[src/logic/error_history_pkg.sv]
// Package for the error history log: parameter addresses, widths, codes.
// Assumes a parameter access port driven by a fieldbus front end.
package error_history_pkg;

  // ----------------------------------------------------------------------
  // Parameter addresses
  // ----------------------------------------------------------------------
  localparam logic [15:0] ADDR_LOG_CLEAR      = 16'h3b08;
  localparam logic [15:0] ADDR_PTR_REWIND     = 16'h3b0a;
  localparam logic [15:0] ADDR_ENTRY_CODE     = 16'h3c02;
  localparam logic [15:0] ADDR_ENTRY_SEVERITY = 16'h3c04;
  localparam logic [15:0] ADDR_ENTRY_TIME     = 16'h3c06;
  localparam logic [15:0] ADDR_ENTRY_QUAL     = 16'h3c08;

  // ----------------------------------------------------------------------
  // Sizes, commands and limits
  // ----------------------------------------------------------------------
  localparam int          HIST_DEPTH   = 10;
  localparam logic [15:0] CMD_ONE      = 16'h0001;
  localparam logic [15:0] NO_ERROR     = 16'h0000;
  localparam logic [31:0] TIME_MAX     = 32'h1fffffff;
  localparam logic [2:0]  SEV_WARNING  = 3'h0;
  localparam logic [2:0]  SEV_QSTOP7   = 3'h1;
  localparam logic [2:0]  SEV_QSTOP89  = 3'h2;
  localparam logic [2:0]  SEV_FATAL_ACK   = 3'h3;
  localparam logic [2:0]  SEV_FATAL_NOACK = 3'h4;

  typedef enum logic [1:0] {
    CLR_IDLE = 2'b01,
    CLR_BUSY = 2'b10
  } clear_state_t;

endpackage : error_history_pkg

[src/logic/error_history_log.sv]
// Error history log: last stop cause plus a ten-entry error history.
// Assumes a single-cycle parameter access port and an error event port.
// Overview of operation
// [RL1] Stop cause output shows last stop error number, zero when no error.
// [RL2] Each error event appends an entry with code and status information; events during a clear are not recorded.
// [RL3] Errors following an unacknowledged one are not recorded.
// [RL4] History holds ten entries, oldest at position one.
// [RL5] History array is not cleared by reset, modelling retained storage.
// [RL6] Writing one to the clear parameter starts deleting all entries.
// [RL7] Clear parameter reads nonzero while deleting, zero when done.
// [RL8] Writing one to rewind moves the read pointer to the oldest entry.
// [RL9] Master rewinds before reading the first entry, reading in sequence.
// [RL10] The read pointer advances after each entry read.
// [RL11] A pointer at an empty position returns error code zero.
// [RL12] Master reads the error code before other entry fields.
// [RL13] Error code read copies the whole entry into a holding buffer.
// [RL14] Error code read advances the read pointer.
// [RL15] Error code is a 16-bit read-only value.
// [RL16] Severity 0 warning, 1 quick stop state 7, 2 states 8 or 9.
// [RL17] Severity 3 fatal acknowledgeable, 4 fatal not acknowledgeable.
// [RL18] Timestamp is seconds from the hours counter, capped at 536870911.
// [RL19] Each entry carries a 16-bit error-dependent qualifier.
// [RL20] When full, a new error drops the oldest entry.
// [RL21] Severity, time and qualifier reads leave the pointer alone.
`timescale 1ns/1ns
`default_nettype none

module error_history_log #(
  parameter int DEPTH = error_history_pkg::HIST_DEPTH
) (
  // Clock and reset
  input  wire logic        clk,
  input  wire logic        srst,
  // Error events from monitoring
  input  wire logic        err_valid,
  input  wire logic [15:0] err_code,
  input  wire logic [2:0]  err_severity,
  input  wire logic [15:0] err_qualifier,
  input  wire logic        err_acknowledge,
  // Operating hours counter in seconds
  input  wire logic [31:0] op_seconds,
  // Parameter access
  input  wire logic        par_wr,
  input  wire logic        par_rd,
  input  wire logic [15:0] par_addr,
  input  wire logic [31:0] par_wdata,
  output logic      [31:0] par_rdata,
  output logic             par_rvalid,
  // Stop cause
  output logic      [15:0] last_stop_cause
);

  localparam int PW = $clog2(DEPTH + 1);

  // ----------------------------------------------------------------------
  // Storage
  // ----------------------------------------------------------------------
  logic [15:0] code_mem [DEPTH];
  logic [2:0]  sev_mem  [DEPTH];
  logic [31:0] time_mem [DEPTH];
  logic [15:0] qual_mem [DEPTH];
  logic [PW-1:0] count_r;
  logic [PW-1:0] rd_ptr_r;
  logic [PW-1:0] clr_idx_r;
  logic          fault_active_r;
  error_history_pkg::clear_state_t clr_state_r;
  logic [15:0] hold_code_r;
  logic [2:0]  hold_sev_r;
  logic [31:0] hold_time_r;
  logic [15:0] hold_qual_r;

  // ----------------------------------------------------------------------
  // Address match
  // ----------------------------------------------------------------------
  function automatic logic sel(input logic [15:0] a, input logic [15:0] b);
    sel = (a == b);
  endfunction : sel

  // ----------------------------------------------------------------------
  // Decodes
  // ----------------------------------------------------------------------
  logic wr_clear;
  logic wr_rewind;
  logic rd_code;
  logic log_event;
  logic [31:0] time_capped;
  logic        clr_busy;
  logic        hist_full;
  logic        entry_present;
  logic [31:0] rdata_nxt;
  assign wr_clear  = par_wr && sel(par_addr, error_history_pkg::ADDR_LOG_CLEAR)
                     && par_wdata[15:0] == error_history_pkg::CMD_ONE;
  assign wr_rewind = par_wr && sel(par_addr, error_history_pkg::ADDR_PTR_REWIND)
                     && par_wdata[15:0] == error_history_pkg::CMD_ONE;
  assign rd_code   = par_rd && sel(par_addr, error_history_pkg::ADDR_ENTRY_CODE);
  assign log_event = err_valid && !fault_active_r
                     && clr_state_r == error_history_pkg::CLR_IDLE; // RL3
  assign time_capped = (op_seconds > error_history_pkg::TIME_MAX) ?
                       error_history_pkg::TIME_MAX : op_seconds; // RL18

  assign clr_busy      = (clr_state_r == error_history_pkg::CLR_BUSY);
  assign hist_full     = (count_r == PW'(DEPTH));
  assign entry_present = (rd_ptr_r < count_r);

  // ----------------------------------------------------------------------
  // Fault flag for consequential-error suppression
  // ----------------------------------------------------------------------
  always_ff @(posedge clk) begin
    if (srst) begin
      fault_active_r <= 1'b0;
    end else if (log_event) begin
      fault_active_r <= 1'b1; // RL3
    end else if (err_acknowledge) begin
      fault_active_r <= 1'b0;
    end
  end

  // ----------------------------------------------------------------------
  // Stop cause
  // ----------------------------------------------------------------------
  always_ff @(posedge clk) begin
    if (srst) begin
      last_stop_cause <= error_history_pkg::NO_ERROR;
    end else if (log_event) begin
      last_stop_cause <= err_code; // RL1
    end else if (err_acknowledge) begin
      last_stop_cause <= error_history_pkg::NO_ERROR; // RL1
    end
  end

  // ----------------------------------------------------------------------
  // Entry array, not reset so contents persist
  // ----------------------------------------------------------------------
  always_ff @(posedge clk) begin
    if (log_event) begin
      if (hist_full) begin
        for (int i = 0; i < DEPTH - 1; i++) begin
          code_mem[i] <= code_mem[i+1]; // RL20
        end
        code_mem[DEPTH-1] <= err_code; // RL2 RL4
      end else begin
        code_mem[count_r] <= err_code; // RL2 RL4
      end
    end else if (clr_busy) begin
      code_mem[clr_idx_r] <= error_history_pkg::NO_ERROR; // RL6
    end
  end

  always_ff @(posedge clk) begin
    if (log_event) begin
      if (hist_full) begin
        for (int i = 0; i < DEPTH - 1; i++) begin
          sev_mem[i] <= sev_mem[i+1];
        end
        sev_mem[DEPTH-1] <= err_severity; // RL16 RL17
      end else begin
        sev_mem[count_r] <= err_severity;
      end
    end else if (clr_busy) begin
      sev_mem[clr_idx_r] <= error_history_pkg::SEV_WARNING;
    end
  end

  always_ff @(posedge clk) begin
    if (log_event) begin
      if (hist_full) begin
        for (int i = 0; i < DEPTH - 1; i++) begin
          time_mem[i] <= time_mem[i+1];
        end
        time_mem[DEPTH-1] <= time_capped;
      end else begin
        time_mem[count_r] <= time_capped;
      end
    end else if (clr_busy) begin
      time_mem[clr_idx_r] <= 32'h0;
    end
  end

  always_ff @(posedge clk) begin
    if (log_event) begin
      if (hist_full) begin
        for (int i = 0; i < DEPTH - 1; i++) begin
          qual_mem[i] <= qual_mem[i+1];
        end
        qual_mem[DEPTH-1] <= err_qualifier; // RL19
      end else begin
        qual_mem[count_r] <= err_qualifier;
      end
    end else if (clr_busy) begin
      qual_mem[clr_idx_r] <= 16'h0;
    end
  end

  // ----------------------------------------------------------------------
  // Fill count; zeroed by the first reset only, then kept on reset because entries are retained
  // ----------------------------------------------------------------------
  logic count_known_r;
  always_ff @(posedge clk) begin
    if (srst && !count_known_r) begin
      count_r       <= '0; // RL5
      count_known_r <= 1'b1;
    end else if (clr_state_r == error_history_pkg::CLR_BUSY) begin
      count_r       <= '0; // RL6
      count_known_r <= 1'b1;
    end else if (log_event && count_r != PW'(DEPTH)) begin
      count_r       <= count_r + PW'(1); // RL4
    end
  end

  // ----------------------------------------------------------------------
  // Clear sequencer
  // ----------------------------------------------------------------------
  always_ff @(posedge clk) begin
    if (srst) begin
      clr_state_r <= error_history_pkg::CLR_IDLE;
      clr_idx_r   <= '0;
    end else begin
      case (clr_state_r)
        error_history_pkg::CLR_IDLE: begin
          clr_idx_r <= '0;
          if (wr_clear) begin
            clr_state_r <= error_history_pkg::CLR_BUSY; // RL6
          end
        end
        error_history_pkg::CLR_BUSY: begin
          if (clr_idx_r == PW'(DEPTH - 1)) begin
            clr_state_r <= error_history_pkg::CLR_IDLE; // RL7
          end else begin
            clr_idx_r <= clr_idx_r + PW'(1);
          end
        end
        default: clr_state_r <= error_history_pkg::CLR_IDLE;
      endcase
    end
  end

  // ----------------------------------------------------------------------
  // Read pointer, zeroed by reset, rewind or clear
  // ----------------------------------------------------------------------
  always_ff @(posedge clk) begin
    if (srst) begin
      rd_ptr_r <= '0;
    end else if (wr_rewind || clr_state_r == error_history_pkg::CLR_BUSY) begin
      rd_ptr_r <= '0; // RL8
    end else if (rd_code && rd_ptr_r != PW'(DEPTH)) begin
      rd_ptr_r <= rd_ptr_r + PW'(1); // RL10 RL14
    end
  end

  // ----------------------------------------------------------------------
  // Holding buffer, cleared by reset and otherwise loaded only by an error code read
  // ----------------------------------------------------------------------
  always_ff @(posedge clk) begin
    if (srst) begin
      hold_code_r <= error_history_pkg::NO_ERROR;
    end else if (rd_code && entry_present) begin
      hold_code_r <= code_mem[rd_ptr_r]; // RL13
    end else if (rd_code) begin
      hold_code_r <= error_history_pkg::NO_ERROR; // RL11
    end
  end

  always_ff @(posedge clk) begin
    if (srst) begin
      hold_sev_r <= error_history_pkg::SEV_WARNING;
    end else if (rd_code && entry_present) begin
      hold_sev_r <= sev_mem[rd_ptr_r]; // RL13
    end else if (rd_code) begin
      hold_sev_r <= error_history_pkg::SEV_WARNING;
    end
  end

  always_ff @(posedge clk) begin
    if (srst) begin
      hold_time_r <= 32'h0;
    end else if (rd_code && entry_present) begin
      hold_time_r <= time_mem[rd_ptr_r]; // RL13
    end else if (rd_code) begin
      hold_time_r <= 32'h0;
    end
  end

  always_ff @(posedge clk) begin
    if (srst) begin
      hold_qual_r <= 16'h0;
    end else if (rd_code && entry_present) begin
      hold_qual_r <= qual_mem[rd_ptr_r]; // RL13
    end else if (rd_code) begin
      hold_qual_r <= 16'h0;
    end
  end

  // ----------------------------------------------------------------------
  // Read data; code comes straight from the array, one cycle after the read
  // ----------------------------------------------------------------------
  always_comb begin
    rdata_nxt = 32'h0;
    if (par_rd) begin
      case (par_addr)
        error_history_pkg::ADDR_LOG_CLEAR: begin
          rdata_nxt = {31'h0, clr_busy}; // RL7
        end
        error_history_pkg::ADDR_ENTRY_CODE: begin
          rdata_nxt = {16'h0, entry_present ? code_mem[rd_ptr_r] : 16'h0}; // RL11 RL15
        end
        error_history_pkg::ADDR_ENTRY_SEVERITY: begin
          rdata_nxt = {29'h0, hold_sev_r}; // RL21
        end
        error_history_pkg::ADDR_ENTRY_TIME: begin
          rdata_nxt = hold_time_r; // RL21
        end
        error_history_pkg::ADDR_ENTRY_QUAL: begin
          rdata_nxt = {16'h0, hold_qual_r}; // RL21
        end
        default: begin
          rdata_nxt = 32'h0;
        end
      endcase
    end
  end

  // ----------------------------------------------------------------------
  // Registered answer, one cycle after the read strobe
  // ----------------------------------------------------------------------
  always_ff @(posedge clk) begin
    if (srst) begin
      par_rdata  <= 32'h0;
      par_rvalid <= 1'b0;
    end else begin
      par_rdata  <= rdata_nxt;
      par_rvalid <= par_rd;
    end
  end

endmodule : error_history_log

`default_nettype wire

[config.mk]
export PLATFORM = sky130hd
export DESIGN_NAME = error_history_log
export DESIGN_NICKNAME = d
export VERILOG_FILES = /design/src/logic/error_history_pkg.sv /design/src/logic/error_history_log.sv
export SDC_FILE = /design/constraint.sdc
export NUM_CORES = 2
export LEC_CHECK = 0
export BUFFER_PORTS_ARGS = -buffer_cell sky130_fd_sc_hd__buf_4
export CAP_MARGIN = 40
export CORE_MARGIN = 1
export CORE_UTILIZATION = 45
export CTS_BUF_LIST = sky130_fd_sc_hd__clkbuf_8
export DETAILED_ROUTE_END_ITERATION = 10
export GPL_TIMING_DRIVEN = 0
export HOLD_SLACK_MARGIN = 0.12
export PLACE_DENSITY_LB_ADDON = 0.12
export RECOVER_POWER = 100
export REMOVE_ABC_BUFFERS = 1
export SETUP_SLACK_MARGIN = 0.15
export SLEW_MARGIN = 40
export SYNTH_ARGS = -nofsm -noshare
export SYNTH_HDL_FRONTEND = slang
export SYNTH_SLANG_ARGS = --single-unit
[constraint.sdc]
create_clock -name clk -period 6.8 [get_ports clk]
set_clock_uncertainty 0.05 [all_clocks]
set_input_delay 0.68 -clock clk [delete_from_list [all_inputs] [get_ports clk]]
set_output_delay 0.68 -clock clk [all_outputs]
set_load 0.005 [all_outputs]
==> results.toml <==
[outcome]
status = "complete, but fails checks"
violations = "capacitance limit, slew limit"

[floorplan]
die_w_um = 341.0
start_util_pct = 45.65
die_h_um = 341.0
io_pins = 170
dieArea_um2 = 116300
fp-row-count = 123
core-area_um2 = 113300

[final_layout]
final_area_um2 = 60600
area_growth_syn_to_layout_pct = 17.22
drive_above_1_share_pct = 25.38
final_cells = 5368
nNetsFinal = 3825

[synth]
ys_seq_area_share_pct = 66.87
synth-edff-count = 1072
yosys-top-cells-area = "edfxtp_1 62%, mux4_2 12%, dfxtp_1 4.6%"
syn_area_per_cell_um2 = 15.72
synth_area_um2 = 51700
yosys_warnings = 0
async_reset_ff_share_pct = 0
yosysMostFrequentCell = "edfxtp_1"
synth.distinct_cells = 68
synth_ff_type = "edfxtp_1"
yosys.area.top_type = "edfxtp_1"
synth-seq-cells = 1191
synth_top_area_share_pct = 62.26
ys_top_cells_by_count = "1072 x edfxtp_1, 435 x nand2_1, 318 x o21ai_0"
synthCells = 3288

[placed_design]
placed_cell_area_um2 = 58070
pre_cts_slack_ns = 2.377
place_congestion = 0.7558
port-buffer-count = 153
hpwl_um = 111900
dp_cells = 4964

[sta]
finalHoldWorstSlack_ns = 0.2264
max-slew-margin-rel_pct = -45.01
fin_crit_sh_pct = 82.64
hold_viol_final = 0
slew_viol_final = 187
grt_setup_unrepaired = "no"
fmax_mhz = 178.0
timing.final.ws_setup_ns = 1.181
setup_viol = 0
period_minus_slack_ns = 5.619
worst_pin_slew_ns = 2.175

[min_path]
hp-start = "err_qualifier[3]"
hp-class = "primary input to flip-flop"

[power_and_ir_drop]
p_clk_share_pct = 34.2
powerDensity_nw_per_um2 = 296.3
power_switching_mw = 4.868
p_seq_share_pct = 51.7
ir_drop_v = 0.0001945
p_leak_nw = 20.57
p_int_mw = 13.09
switching_share_pct = 27.11
combPwrFrac_pct = 14.1

[drt]
drt-total-wl_um = 160000
via_per_inst = 6.100
drc = 0
antenna_left = 0
num_vias = 32750
drt_iter0_markers = 3537
first_pass_iters = 6
routedWlPerCell_um = 29.80

[worst_setup_path]
worstPathRequired_ns = 7.23
critPathMaxFanout = 21
worstSetupPathType = "flip-flop to flip-flop"
critPathLaunch = "clr_state_r[0]"
rr_startpoint = "clr_state_r[0]"
start_kind = "flip-flop"
endpoint_kind = "flip-flop"
crit_arrival_ns = 6.05

[global_route]
antenna_found_initial = 3
grt_overflow = 0
grt_max_degree = 39
groute.usage.overall_pct = 27.71
grt_pass1_wl_um = 232200
grt_pass1_vias = 33370

[cts]
cts_buffers = 195
cts-root-buf = "clkbuf_8"
clock-sinks = 1191
path_clk_slew_ns = 0.05
htree_levels = 4
clock_path_buffers = 3
cts_tree = "built"
insertion_delay_ns = 0.88
cts_setup_buffers = 0
ctsHoldBuffers = 33
cts-resized-gates = 0

[run]
maxCapViolCount = 8
[path summary, 6_finish.rpt]
path | to | slack [ns] | cells after the start
min reg2reg | par_rdata[26] | 0.42 | 1
max reg2reg | sev_mem[4][2] | 1.18 | 6
min | qual_mem[8][3] | 0.23 | 3
max | sev_mem[4][2] | 1.18 | 6
[cell usage in the layout, fill, tap and decap left out, drive strengths merged, types with 5 or more instances in the layout]
cell type / netlist / layout
edfxtp: 1072 / 1072
nand2: 435 / 435
clkbuf: 113 / 393
o21ai: 358 / 358
mux4: 268 / 268
mux2: 256 / 256
buf: 120 / 223
inv: 79 / 147
a22oi: 131 / 131
dfxtp: 119 / 119
clkinv: 0 / 62
a22o: 54 / 54
nor2: 52 / 52
dlygate4sd3: 0 / 33
and3: 32 / 32
a21oi: 26 / 26
nor2b: 25 / 25
conb: 1 / 21
and2: 18 / 18
o2bb2ai: 15 / 15
a32oi: 15 / 15
nand3: 10 / 10
nor3: 10 / 10
ha: 9 / 9
clkinvlp: 0 / 8
o211ai: 5 / 5
nand4: 5 / 5
[per-stage QoR]
step / utilization [%] / setup TNS [ns] / power [mW]
CTS: 54.95 / 0 / 18.30
finish: 53.51 / 0 / 17.96
detailed placement: 51.27 / 0 / 12.17
global placement: 47.41 / - / 11.95
floorplan: - / -703.24 / 10.72
global route: 53.51 / 0 / 18.59
[flip-flops by register name (all words and copies together), names as in the netlist, named ones only]
register,flops
time_mem,512
code_mem,256
qual_mem,256
sev_mem,48
hold_time_r,32
par_rdata,32
hold_qual_r,16
last_stop_cause,16
clr_idx_r,4
count_r,4
rd_ptr_r,4
hold_sev_r,3
clr_state_r,2
fault_active_r,1
par_rvalid,1
[cell type report]
cell class                 count  area (um^2)
multi-input combinational   1805        15830
sequential                  1191        34590
fill                        9271        52660
antenna                        2        5.005
clock buffer                 226         3110
timing repair buffer         423         4178
clock inverter               142        725.7
inverter                      79        296.5
tap                         1500         1877
[routing by layer]
| metal | wire length (um) | vias to the layer above | share of wire, % | GRT usage (%) |
|---|---|---|---|---|
| li1 | - | 13710 | - | - |
| met1 | 66920 | 17150 | 42 | 39.12 |
| met2 | 75380 | 1592 | 47 | 43.75 |
| met3 | 12840 | 290 | 8.0 | 4.601 |
| met4 | 4793 | 2 | 3.0 | 9.352 |
| met5 | 15 | - | 0.0094 | 0 |
[logic make-up after synthesis]
family | count (synthesis) | share of synthesized area (%)
fa+ha+maj | 9 | 0.2178
simple gates | 619 | 5.326
flops | 1191 | 66.87
mux | 528 | 17.33
other cells | 1 | 0.007253
compound gates | 624 | 7.478
buf+inv | 312 | 2.706
xor+xnor | 4 | 0.06777
[power by group through the flow]
stage          registers [mW]  clock network [mW]  logic (mW)
2_1_floorplan            9.40                   0        1.32
3_3_place_gp             9.71                   0        2.24
6_report                 9.28                6.15        2.53
5_1_grt                  9.34                6.56        2.68
3_5_place_dp             9.41                   0        2.77
4_1_cts                  9.26                6.25        2.79
[worst max-delay path: stages (launching register included)]
cell       delay, ns
dfxtp_1         0.63
nand4bb_1       0.96
o32ai_1         0.94
nand2_1         0.25
o21ai_0         0.85
clkbuf_1        0.80
clkbuf_1        0.76
No activity file was read; power rests on OpenSTA's default activity.
